`config.mk`:
```
export PLATFORM = sky130hd
export DESIGN_NAME = rail_order_softstart_ctrl
export DESIGN_NICKNAME = d
export VERILOG_FILES = /design/src/logic/rail_order_pkg.sv /design/src/logic/order_reg_bank.sv /design/src/logic/rail_order_softstart_ctrl.sv
export SDC_FILE = /design/constraint.sdc
export NUM_CORES = 1
export LEC_CHECK = 0
export BUFFER_PORTS_ARGS = -buffer_cell sky130_fd_sc_hd__buf_2
export CORE_MARGIN = 5
export CORE_UTILIZATION = 28
export CTS_BUF_LIST = sky130_fd_sc_hd__clkbuf_8
export DETAILED_ROUTE_END_ITERATION = 8
export SETUP_SLACK_MARGIN = 0.3
export SYNTH_ARGS = -nofsm -noshare
export SYNTH_HDL_FRONTEND = slang
export SYNTH_HIERARCHICAL = 1
export SYNTH_SLANG_ARGS = --single-unit
```
`constraint.sdc`:
```
create_clock -name clk -period 5.8 [get_ports clk]
set_input_delay 0.87 -clock clk [delete_from_list [all_inputs] [get_ports clk]]
set_output_delay 0.87 -clock clk [all_outputs]
set_load 0.01 [all_outputs]
```
`src/logic/rail_order_pkg.sv`:
```
// Constants for the rail ordering and soft-start controller.
// Assumes a 100 MHz clock and a register port driven by the serial
// management front end on the same clock.
package rail_order_pkg;

    // Channel numbering: 0..3 converters 1..4, 4..11 linear 1..8
    localparam int          NUM_CH       = 12;
    localparam int          PRIO_W       = 4;
    localparam logic [3:0]  PRIO_OFF     = 4'h0;
    localparam logic [3:0]  PRIO_FIRST   = 4'h1;
    localparam logic [3:0]  PRIO_LAST    = 4'hc;

    // Register offsets
    localparam logic [7:0]  ADDR_CONV34  = 8'h2c;
    localparam logic [7:0]  ADDR_LIN12   = 8'h2e;
    localparam logic [7:0]  ADDR_LIN34   = 8'h2f;
    localparam logic [7:0]  ADDR_LIN56   = 8'h30;
    localparam logic [7:0]  ADDR_LIN78   = 8'h31;
    localparam logic [7:0]  ADDR_SS_CTRL = 8'h32;

    // Reset values of the order and soft-start registers
    localparam logic [7:0]  ORDER_RESET  = 8'h00;
    localparam logic [5:0]  SS_RESET     = 6'h00;
    localparam logic [1:0]  SS_FIXED_DEF = 2'h0;

    // Soft-start control field layout
    localparam int          SS_MODE_LSB  = 0;
    localparam int          SS_END_LSB   = 2;
    localparam int          SS_FIX_LSB   = 6;

    // Soft-start modes
    localparam logic [1:0]  MODE_LEVEL   = 2'h0;
    localparam logic [1:0]  MODE_1MS     = 2'h1;
    localparam logic [1:0]  MODE_4MS     = 2'h2;

    // End-control codes
    localparam logic [3:0]  END_FIRST    = 4'h0;
    localparam logic [3:0]  END_CONV1_HI = 4'h4;
    localparam logic [3:0]  END_LIN1     = 4'h5;
    localparam logic [3:0]  END_LIN8     = 4'hc;
    localparam logic [3:0]  CH_CONV1     = 4'h0;
    localparam logic [3:0]  CH_LIN1      = 4'h4;
    localparam logic [3:0]  CH_LIN8      = 4'hb;

    // Turn-on intervals
    localparam int          CLK_NS       = 10;
    localparam int          TSS_1MS_NS   = 1000000;
    localparam int          TSS_4MS_NS   = 4000000;
    localparam int          TSS_8MS_NS   = 8000000;
    localparam int          TSS_1MS_CYC  = (TSS_1MS_NS + CLK_NS - 1) / CLK_NS;
    localparam int          TSS_4MS_CYC  = (TSS_4MS_NS + CLK_NS - 1) / CLK_NS;
    localparam int          TSS_8MS_CYC  = (TSS_8MS_NS + CLK_NS - 1) / CLK_NS;
    localparam int          TMR_W        = 20;

endpackage : rail_order_pkg

```
`src/logic/order_reg_bank.sv`:
```
// Register bank holding the priorities of channels 2..11 and soft-start control.
// Assumes single-cycle write and read strobes from the serial front end
// on the same clock; read data appear one cycle after the read strobe.
`timescale 1ns/1ps
module order_reg_bank #(
    parameter logic [1:0] SS_FIXED = rail_order_pkg::SS_FIXED_DEF
) (
    input  wire logic        clk,
    input  wire logic        rst,
    input  wire logic        ce,
    input  wire logic [7:0]  reg_addr,
    input  wire logic        reg_wr,
    input  wire logic        reg_rd,
    input  wire logic [7:0]  reg_wdata,
    output logic      [7:0]  reg_rdata,
    output logic      [39:0] prio_vec,
    output logic      [5:0]  ss_ctrl
);

    logic [7:0] conv34_q, conv34_d;
    logic [7:0] lin12_q,  lin12_d;
    logic [7:0] lin34_q,  lin34_d;
    logic [7:0] lin56_q,  lin56_d;
    logic [7:0] lin78_q,  lin78_d;
    logic [5:0] ss_q,     ss_d;
    logic [7:0] rdata_q,  rdata_d;

    // Write decode and registered read mux
    always_comb begin
        conv34_d = conv34_q;
        lin12_d  = lin12_q;
        lin34_d  = lin34_q;
        lin56_d  = lin56_q;
        lin78_d  = lin78_q;
        ss_d     = ss_q;
        rdata_d  = rdata_q;
        if (reg_wr) begin
            case (reg_addr)
                rail_order_pkg::ADDR_CONV34:  conv34_d = reg_wdata;
                rail_order_pkg::ADDR_LIN12:   lin12_d  = reg_wdata;
                rail_order_pkg::ADDR_LIN34:   lin34_d  = reg_wdata;
                rail_order_pkg::ADDR_LIN56:   lin56_d  = reg_wdata;
                rail_order_pkg::ADDR_LIN78:   lin78_d  = reg_wdata;
                rail_order_pkg::ADDR_SS_CTRL: ss_d = reg_wdata[5:0];
                default:                      ;
            endcase
        end
        if (reg_rd) begin
            case (reg_addr)
                rail_order_pkg::ADDR_CONV34:  rdata_d = conv34_q;
                rail_order_pkg::ADDR_LIN12:   rdata_d = lin12_q;
                rail_order_pkg::ADDR_LIN34:   rdata_d = lin34_q;
                rail_order_pkg::ADDR_LIN56:   rdata_d = lin56_q;
                rail_order_pkg::ADDR_LIN78:   rdata_d = lin78_q;
                rail_order_pkg::ADDR_SS_CTRL:
                    rdata_d = {SS_FIXED, ss_q};
                default:                      rdata_d = 8'h00;
            endcase
        end
    end

    // State registers, frozen while ce is low
    always_ff @(posedge clk) begin
        if (rst) begin
            conv34_q <= rail_order_pkg::ORDER_RESET;
            lin12_q  <= rail_order_pkg::ORDER_RESET;
            lin34_q  <= rail_order_pkg::ORDER_RESET;
            lin56_q  <= rail_order_pkg::ORDER_RESET;
            lin78_q  <= rail_order_pkg::ORDER_RESET;
            ss_q     <= rail_order_pkg::SS_RESET;
            rdata_q  <= 8'h00;
        end else if (ce) begin
            conv34_q <= conv34_d;
            lin12_q  <= lin12_d;
            lin34_q  <= lin34_d;
            lin56_q  <= lin56_d;
            lin78_q  <= lin78_d;
            ss_q     <= ss_d;
            rdata_q  <= rdata_d;
        end
    end

    // Fields laid out as channels 2..11, four bits each
    assign prio_vec  = {lin78_q, lin56_q, lin34_q, lin12_q, conv34_q};
    assign ss_ctrl   = ss_q;
    assign reg_rdata = rdata_q;

endmodule : order_reg_bank

```
`src/logic/rail_order_softstart_ctrl.sv`:
```
// Rail ordering and soft-start controller: steps channel enables up in
// priority order and down in reverse, and flags the power-good reference.
// Assumes level detectors and pin-side controls arrive asynchronously;
// converter 1 and 2 priorities come from logic on the same clock.
`timescale 1ns/1ps
module rail_order_softstart_ctrl #(
    parameter int unsigned TSS1_CYCLES = rail_order_pkg::TSS_1MS_CYC,
    parameter int unsigned TSS4_CYCLES = rail_order_pkg::TSS_4MS_CYC,
    parameter int unsigned TSS8_CYCLES = rail_order_pkg::TSS_8MS_CYC
) (
    input  wire logic        clk,
    input  wire logic        rst,
    input  wire logic        ce,
    input  wire logic [7:0]  reg_addr,
    input  wire logic        reg_wr,
    input  wire logic        reg_rd,
    input  wire logic [7:0]  reg_wdata,
    output logic      [7:0]  reg_rdata,
    input  wire logic [7:0]  conv12_priority,
    input  wire logic        seq_on,
    input  wire logic        enable_src_i2c,
    input  wire logic [11:0] level_ok,
    output logic      [11:0] chan_en,
    output logic             power_good_ref_done,
    output logic             seq_busy
);

    typedef enum logic [2:0] {
        S_OFF,
        S_UP_STEP,
        S_UP_WAIT,
        S_ON,
        S_DN_STEP,
        S_DN_WAIT
    } seq_state_t;

    logic [39:0] prio_hi;
    logic [47:0] prio_all;
    logic [5:0]  ss_ctrl;
    logic [1:0]  mode;
    logic [3:0]  end_code;

    // Registers reached from the serial front end
    order_reg_bank u_regs (
        .clk       (clk),
        .rst       (rst),
        .ce        (ce),
        .reg_addr  (reg_addr),
        .reg_wr    (reg_wr),
        .reg_rd    (reg_rd),
        .reg_wdata (reg_wdata),
        .reg_rdata (reg_rdata),
        .prio_vec  (prio_hi),
        .ss_ctrl   (ss_ctrl)
    );

    assign prio_all = {prio_hi, conv12_priority};
    assign mode     = ss_ctrl[rail_order_pkg::SS_MODE_LSB +: 2];
    assign end_code = ss_ctrl[rail_order_pkg::SS_END_LSB +: 4];

    // Channels whose priority equals the given step
    function automatic logic [11:0] group_mask(input logic [47:0] pv,
                                               input logic [3:0]  step);
        logic [11:0] m;
        m = 12'h000;
        for (int i = 0; i < rail_order_pkg::NUM_CH; i++) begin
            m[i] = (pv[i*rail_order_pkg::PRIO_W +: 4] == step);
        end
        return m;
    endfunction : group_mask

    // One-hot reference channel for an end-control code
    function automatic logic [11:0] ref_onehot(input logic [3:0] code);
        logic [3:0] ch;
        ch = rail_order_pkg::CH_CONV1;
        if (code >= rail_order_pkg::END_LIN8) begin
            ch = rail_order_pkg::CH_LIN8;
        end else if (code >= rail_order_pkg::END_LIN1) begin
            ch = 4'(code - rail_order_pkg::END_LIN1 +
                    rail_order_pkg::CH_LIN1);
        end
        return 12'(12'h001 << ch);
    endfunction : ref_onehot

    // Two-flop synchronisers for pin-side inputs
    logic [13:0] sync1_q, sync2_q;
    always_ff @(posedge clk) begin
        if (rst) begin
            sync1_q <= 14'h0000;
            sync2_q <= 14'h0000;
        end else if (ce) begin
            sync1_q <= {enable_src_i2c, seq_on, level_ok};
            sync2_q <= sync1_q;
        end
    end

    logic [11:0] lvl_s;
    logic        on_s;
    logic        i2c_s;
    assign lvl_s = sync2_q[11:0];
    assign on_s  = sync2_q[12];
    assign i2c_s = sync2_q[13];

    seq_state_t              state_q,  state_d;
    logic [3:0]              step_q,   step_d;
    logic [11:0]             en_q,     en_d;
    logic [11:0]             first_q,  first_d;
    logic [rail_order_pkg::TMR_W-1:0] tmr_q, tmr_d;
    logic                    pg_q,     pg_d;
    logic                    busy_q,   busy_d;
    logic [11:0]             mask;
    logic [11:0]             ref_mask;
    logic [rail_order_pkg::TMR_W-1:0] tss_last;
    logic                    tmr_done;

    // Interval length for the selected timed mode
    always_comb begin
        case (mode)
            rail_order_pkg::MODE_1MS:
                tss_last = rail_order_pkg::TMR_W'(TSS1_CYCLES - 1);
            rail_order_pkg::MODE_4MS:
                tss_last = rail_order_pkg::TMR_W'(TSS4_CYCLES - 1);
            default:
                tss_last = rail_order_pkg::TMR_W'(TSS8_CYCLES - 1);
        endcase
    end

    assign mask     = group_mask(prio_all, step_q);
    assign tmr_done = (tmr_q >= tss_last);

    // Sequencer next-state logic
    always_comb begin
        state_d = state_q;
        step_d  = step_q;
        en_d    = en_q;
        first_d = first_q;
        tmr_d   = tmr_q;
        case (state_q)
            S_OFF: begin
                if (on_s) begin
                    step_d  = rail_order_pkg::PRIO_FIRST;
                    state_d = S_UP_STEP;
                end
            end
            S_UP_STEP: begin
                if (!on_s) begin
                    step_d  = rail_order_pkg::PRIO_LAST;
                    state_d = S_DN_STEP;
                end else if (mask == 12'h000) begin
                    if (step_q == rail_order_pkg::PRIO_LAST) begin
                        state_d = S_ON;
                    end else begin
                        step_d = step_q + 4'h1;
                    end
                end else begin
                    en_d  = en_q | mask;
                    tmr_d = '0;
                    if (first_q == 12'h000) begin
                        first_d = mask;
                    end
                    state_d = S_UP_WAIT;
                end
            end
            S_UP_WAIT: begin
                if ((mode == rail_order_pkg::MODE_LEVEL)
                        ? ((lvl_s & mask) == mask)
                        : tmr_done) begin
                    if (step_q == rail_order_pkg::PRIO_LAST) begin
                        state_d = S_ON;
                    end else begin
                        step_d  = step_q + 4'h1;
                        state_d = S_UP_STEP;
                    end
                end else begin
                    tmr_d = tmr_q + 1'b1;
                end
            end
            S_ON: begin
                if (!on_s) begin
                    step_d  = rail_order_pkg::PRIO_LAST;
                    state_d = S_DN_STEP;
                end
            end
            S_DN_STEP: begin
                if ((mask & en_q) == 12'h000) begin
                    if (step_q == rail_order_pkg::PRIO_FIRST) begin
                        en_d    = 12'h000;
                        first_d = 12'h000;
                        state_d = S_OFF;
                    end else begin
                        step_d = step_q - 4'h1;
                    end
                end else begin
                    en_d    = en_q & ~mask;
                    tmr_d   = '0;
                    state_d = S_DN_WAIT;
                end
            end
            S_DN_WAIT: begin
                if ((mode == rail_order_pkg::MODE_LEVEL)
                        ? ((lvl_s & mask) == 12'h000)
                        : tmr_done) begin
                    if (step_q == rail_order_pkg::PRIO_FIRST) begin
                        en_d    = 12'h000;
                        first_d = 12'h000;
                        state_d = S_OFF;
                    end else begin
                        step_d  = step_q - 4'h1;
                        state_d = S_DN_STEP;
                    end
                end else begin
                    tmr_d = tmr_q + 1'b1;
                end
            end
            default: begin
                state_d = S_OFF;
                en_d    = 12'h000;
            end
        endcase
    end

    // Power-good reference selection and status
    always_comb begin
        if (i2c_s || (end_code == rail_order_pkg::END_FIRST)) begin
            ref_mask = first_q;
        end else begin
            ref_mask = ref_onehot(end_code);
        end
        pg_d   = (state_d == S_ON) && ((ref_mask & en_q & lvl_s) != 12'h000);
        busy_d = (state_d != S_OFF) && (state_d != S_ON);
    end

    // Sequencer registers, frozen while ce is low
    always_ff @(posedge clk) begin
        if (rst) begin
            state_q <= S_OFF;
            step_q  <= rail_order_pkg::PRIO_OFF;
            en_q    <= 12'h000;
            first_q <= 12'h000;
            tmr_q   <= '0;
            pg_q    <= 1'b0;
            busy_q  <= 1'b0;
        end else if (ce) begin
            state_q <= state_d;
            step_q  <= step_d;
            en_q    <= en_d;
            first_q <= first_d;
            tmr_q   <= tmr_d;
            pg_q    <= pg_d;
            busy_q  <= busy_d;
        end
    end

    assign chan_en             = en_q;
    assign power_good_ref_done = pg_q;
    assign seq_busy            = busy_q;

endmodule : rail_order_softstart_ctrl

```
# Yosys cells after proc, flatten, opt, wreduce, memory -nomap -nowiden
# Index checks and enable logic that the tools add are counted.
[totals]
ff_bits = 135
[classes]
add_sub_neg = 5
order_cmp = 3
n_eq_ne = 42
n_shift = 1
n_mux = 49
bitwise_logic = 8
reduce_logical = 27
[op_table]
columns = ["cell", "n"]
rows = [
  ["two-way mux 12 bit", 12],
  ["two-way mux 20 bit", 5],
  ["case mux 20 bit (4 select lines)", 1],
  ["AND 12 bit", 5],
  ["equality test 4 bit", 12],
  ["equality test 8 x 6 -> 1 bit (second input constant)", 6],
  ["zero test 12 bit", 4],
  ["two-way mux 4 bit", 12],
  ["case mux 12 bit (4 select lines)", 1],
  ["case mux 8 bit (6 select lines)", 1],
  ["case mux 20 bit (2 select lines)", 1],
  ["case mux 12 bit (3 select lines)", 1],
  ["two-way mux 3 bit", 10],
  ["case mux 4 bit (6 select lines)", 1],
  ["!= test 2 bit (second input constant)", 11],
  ["adder 20 x 1 -> 20 bit (second input constant)", 1],
  ["greater-or-equal comparator 20 bit", 1],
  ["case mux 3 bit (6 select lines)", 1],
  ["AND reduction 3 bit", 6],
  ["AND reduction 7 bit", 2],
  ["equality test 12 bit", 1],
  ["inverter 12 bit", 1],
  ["bitwise OR 12 bit", 1],
  ["nonzero test 12 bit", 1],
  ["other kinds (31)", 37],
]

# Logic depth before layout (Yosys ltp)
[depth]
ltp_word = 11
ltp_mapped = 16

# By module
# Netlist, hierarchy kept.
[by_module_without_submodules]
columns = ["module", "instances", "cells_each", "area_per_inst_um2", "seq_area_each_um2"]
rows = [
  ["rail_order_softstart_ctrl", 1, 675, 5665.4, 1621.6],
  ["order_reg_bank", 1, 253, 2449.8, 1081.0],
]

# Worst setup path after synthesis
# OpenSTA, ideal clock, no wires.
[synth_timing]
path_type = "input-to-reg"
start = "input conv12_priority[1]"
end = "register tmr_q[15] (netlist bit)"
setup_ps = 70
arrival_time_ps = 2973
required_ps = 5730
setup_slack_ps = 2757
path_stages = 9
path_cell_list = "xor2_1 nor4_2 a22oi_1 and4_4 a211oi_2 and2_4 o21ai_4 or4_1 a21oi_1"
[synth_via]
elab_chain_len = 6
[synth_rtl]
columns = ["item", "line", "rtl"]
rows = [
  ["from (decl)", "rail_order_softstart_ctrl.sv:19", "input wire logic [7:0] conv12_priority,"],
  ["equality test 4 bit *", "rail_order_softstart_ctrl.sv:67", "m[i] = (pv[i*rail_order_pkg::PRIO_W +: 4] == step);"],
  ["AND 12 bit", "rail_order_softstart_ctrl.sv:166, rail_order_softstart_ctrl.sv:201", ""],
  ["equality test 12 bit / zero test 12 bit (equally long branches)", "rail_order_softstart_ctrl.sv:166, rail_order_softstart_ctrl.sv:201", ""],
  ["two-way mux 1 bit (on tied branches)", "rail_order_softstart_ctrl.sv:166, rail_order_softstart_ctrl.sv:201", ""],
  ["!= test 2 bit (no line)", "-", ""],
  ["AND reduction 7 bit (no line) *", "-", ""],
  ["to (signal assigned)", "rail_order_softstart_ctrl.sv:248", "tmr_q <= tmr_d;"],
  ["to (decl)", "rail_order_softstart_ctrl.sv:108", "logic [rail_order_pkg::TMR_W-1:0] tmr_q, tmr_d;"],
]
# Mark *: on every way between the ends. The rest lies on a longest branch, timed or not.
# A chain may end at the register's enable or synchronous reset.

# Worst setup path after layout
[layout_timing]
start = "register step_q[0]"
end = "register tmr_q[15] (netlist bit)"
[layout_via]
elab_chain_len = 6
[layout_rtl]
columns = ["item", "line", "rtl"]
rows = [
  ["from (decl)", "rail_order_softstart_ctrl.sv:105", "logic [3:0] step_q, step_d;"],
  ["from (signal assigned)", "rail_order_softstart_ctrl.sv:237", "step_q <= rail_order_pkg::PRIO_OFF;"],
  ["from (signal assigned)", "rail_order_softstart_ctrl.sv:245", "step_q <= step_d;"],
  ["equality test 4 bit", "rail_order_softstart_ctrl.sv:67", ""],
  ["AND 12 bit", "rail_order_softstart_ctrl.sv:166, rail_order_softstart_ctrl.sv:201", ""],
  ["equality test 12 bit / zero test 12 bit (equally long branches)", "rail_order_softstart_ctrl.sv:166, rail_order_softstart_ctrl.sv:201", ""],
  ["two-way mux 1 bit (on tied branches)", "rail_order_softstart_ctrl.sv:166, rail_order_softstart_ctrl.sv:201", ""],
  ["!= test 2 bit (no line)", "-", ""],
  ["AND reduction 7 bit (no line) *", "-", ""],
]
# Marks and branches as above.

==> out/metrics.yaml <==
critical_path:
  crit_buf_inv: 0
  path_max_fanout: 37
  slowest_delay_ns: 1.05
  critPathKind: "reg2reg"
  worstPathCellList: "xor2_1 > nor4_2 > a22oi_1 > nand2_1 > or3_1 > o221a_1 > o21ai_4 > or4_1 > a21oi_1"
  crit_slowest_cell: "dfxtp_1"
  worst_setup_path_end_kind: "flip-flop"
  required_ns: 6.21
  r2r_slack_ns: 1.68
  critPathLaunchType: "flip-flop"
  critPathArrivalTime_ns: 4.53
  cpLargestDelayFamily: "simple AND/OR/NAND/NOR gates"
timing:
  timing.final.hold_violations: 0
  clock_skew_ns: 0.0175
  fmax_mhz: 243
  period_minus_slack_ns: 4.12
  drv_slew: 0
  finalSetupViolCount: 0
  timing.setup.tns_ns: 0
  relSlewSlack_pct: 24.4
  worst_pin_slew_ns: 1.13
  finalCritPeriodShare_pct: 71.1
  rsz0062_at_grt: "false"
clocking:
  clk_latency_ns: 0.47
  cts-root-buf: "clkbuf_8"
  post_cts_buffers: 0
  cts_repair_resize_count: 0
  cts_num_sinks: 135
  cts_buffer_depth: 2
  cts_tree: "yes"
  cts.clk_slew.worst_paths_ns: 0.09
  htreeDepth: 4
  cts_buffers: 17
  cts_hold_buf: 0
yosys:
  ys_types: 82
  synth-adder-area-share_pct: 2.78
  synth_edf_count: 0
  yosys.area.top_type_share_pct: 33.3
  synth_nets: 989
  ys_ff_latch: 135
  synth-xor-area-share_pct: 6.51
  synth.most_common_cell: "dfxtp_1"
  syn-instance-count: 928
  synthMuxAreaShare_pct: 11.1
  synth_compound_area_share_pct: 18.1
  ys_top_cells_by_area: "dfxtp_1 (33%), mux2i_1 (10%), nor2_1 (5.4%)"
  synthArstFlopShare_pct: 0
  yosys.area_share.simple_pct: 22.9
  synth.top_cells.by_count: "dfxtp_1 (135), nor2_1 (117), mux2i_1 (83)"
  yosysSeqAreaShare_pct: 33.3
  synth.avg_cell_area_um2: 8.74
  synth_top_family_by_area: "simple AND/OR/NAND/NOR gates"
  syn-cell-area_um2: 8120
  synthFlopType: "dfxtp_1"
  synth_warnings: 6
  synth_area_leader_cell: "dfxtp_1"
floorplanning:
  die_x_um: 180
  fp.dieArea_um2: 32500
  start_util_pct: 28.4
  core-area_um2: 28600
  die-height_um: 180
  row_count: 62
  num_io_pins: 65
power:
  leakagePower_uw: 0.00374
  share_comb_of_total_power_pct: 14.8
  seq_power_share_pct: 44.7
  netSwitchingFraction_pct: 29.7
  switching_power_uw: 656
  clockPowerShare_pct: 40.5
  peakVddDrop_v: 0.000158
  p_per_area_nw_per_um2: 242
  power.internal_uw: 1550
routing:
  antenna_left: 0
  routed_via_density: 5.29
  drt_pre_antenna_iters: 5
  routed_wl_um: 24300
  drc: 0
  wire_per_inst_um: 17.8
  num_vias: 7191
  drt_iter0_markers: 836
final_layout:
  diodes: 0
  syn_to_final_growth_pct: 12.5
  post-route-util_pct: 31.9
  num-nets-final: 1024
  drive_gt1_share_pct: 14.8
  n_fill_cell: 2996
status:
  status: "completed"
global_routing:
  grt_pass1_wl_um: 38600
  grt_start_max_net_pins: 93
  grt_pass1_vias: 6774
  grt-ovfl-total: 0
  antenna_found_initial: 0
  grt_use_total_pct: 14.6
place:
  portBuffers: 64
  place.gp.congestion: 0.935
  dp_hpwl_um: 17200
worst_hold_path:
  hold_path.class: "reg2reg"
job:
  drv_cap: 0
[path summary, 6_finish.rpt]
path | startpoint | to | cells past startpoint
setup / recovery | step_q[0] | tmr_q[15] | 9
hold / removal | tmr_q[1] | tmr_q[1] | 2
setup reg to reg | step_q[0] | tmr_q[15] | 9
hold reg to reg | tmr_q[1] | tmr_q[1] | 2
[power by group through the flow]
stage	clock [uW]	combinational, uW	sequential [uW]
final	894	327	987
after CTS	912	322	987
after global placement	0	321	1010
after global routing	949	356	990
after detailed placement	0	320	1010
after floorplan	0	254	987
[sequential cells by signal, indices dropped and copies added, names as in the netlist]
| signal | count |
|---|---|
| u_regs/lin78_q | 8 |
| u_regs/lin12_q | 8 |
| power_good_ref_done | 1 |
| seq_busy | 1 |
| tmr_q | 20 |
| u_regs/lin34_q | 8 |
| state_q | 3 |
| step_q | 4 |
| sync2_q | 14 |
| u_regs/conv34_q | 8 |
| u_regs/ss_ctrl | 6 |
| first_q | 12 |
| u_regs/reg_rdata | 8 |
| u_regs/lin56_q | 8 |
| chan_en | 12 |
| sync1_q | 14 |
[placed cells by master, fill, tap and decap left out, types with 11 or more instances in the layout]
master    instances
buf_2            63
nand3_1          21
o21ai_0          32
dfxtp_1         135
clkbuf_8         18
nor2_1          117
a22o_1           18
a21oi_1          44
a221o_1          11
nand2_1          58
xor2_1           46
nor3_1           15
inv_1            34
or3_1            12
a22oi_1          21
mux2i_1          83
ha_1             18
and3_1           15
[worst min-delay path: stages (launching register included)]
cell and delay [ns]:
dfxtp_1 0.34, nand2_1 0.06, a21oi_1 0.05
[cell type report]
class / count / area (um2) / share of cell area (%)
Multi-Input combinational cell: 703 / 4990 / 54.6
Sequential cell: 135 / 2700 / 29.6
Tap cell: 384 / 480 / 5.26
Timing Repair Buffer: 72 / 383 / 4.20
Clock buffer: 18 / 248 / 2.71
Clock inverter: 14 / 198 / 2.17
Inverter: 34 / 128 / 1.40
[kinds of logic (layout without fill, tap and decap cells)]
family	Yosys count	count (layout)
adders and majority gates	18	18
and+or+nand+nor	330	330
xor gates and xnor gates	56	56
buffers and inverters	90	138
muxes	89	89
AOI/OAI and AO/OA	210	210
DFF	135	135
[routing by layer]
layer	GRT usage, %	vias to the layer above	share of wire [%]
met1	20.8	3419	47
met2	21.7	266	43
met5	0	-	0
met3	2.91	50	6.1
met4	5.60	0	3.2
li1	-	3456	-
[metrics by stage]
step	cells	instance area, um2	setup slack (ns)	hold WS (ns)	total power (uW)
finish	1360	9130	1.68	0.489	2210
global route	1360	9130	1.42	0.521	2300
CTS	1360	9130	1.73	0.485	2220
detailed placement	1328	8680	1.74	0.470	1330
global placement	1328	8680	1.85	0.466	1330
floorplan	928	8120	2.76	0.444	1240
Power figures use the tool's default switching activity.
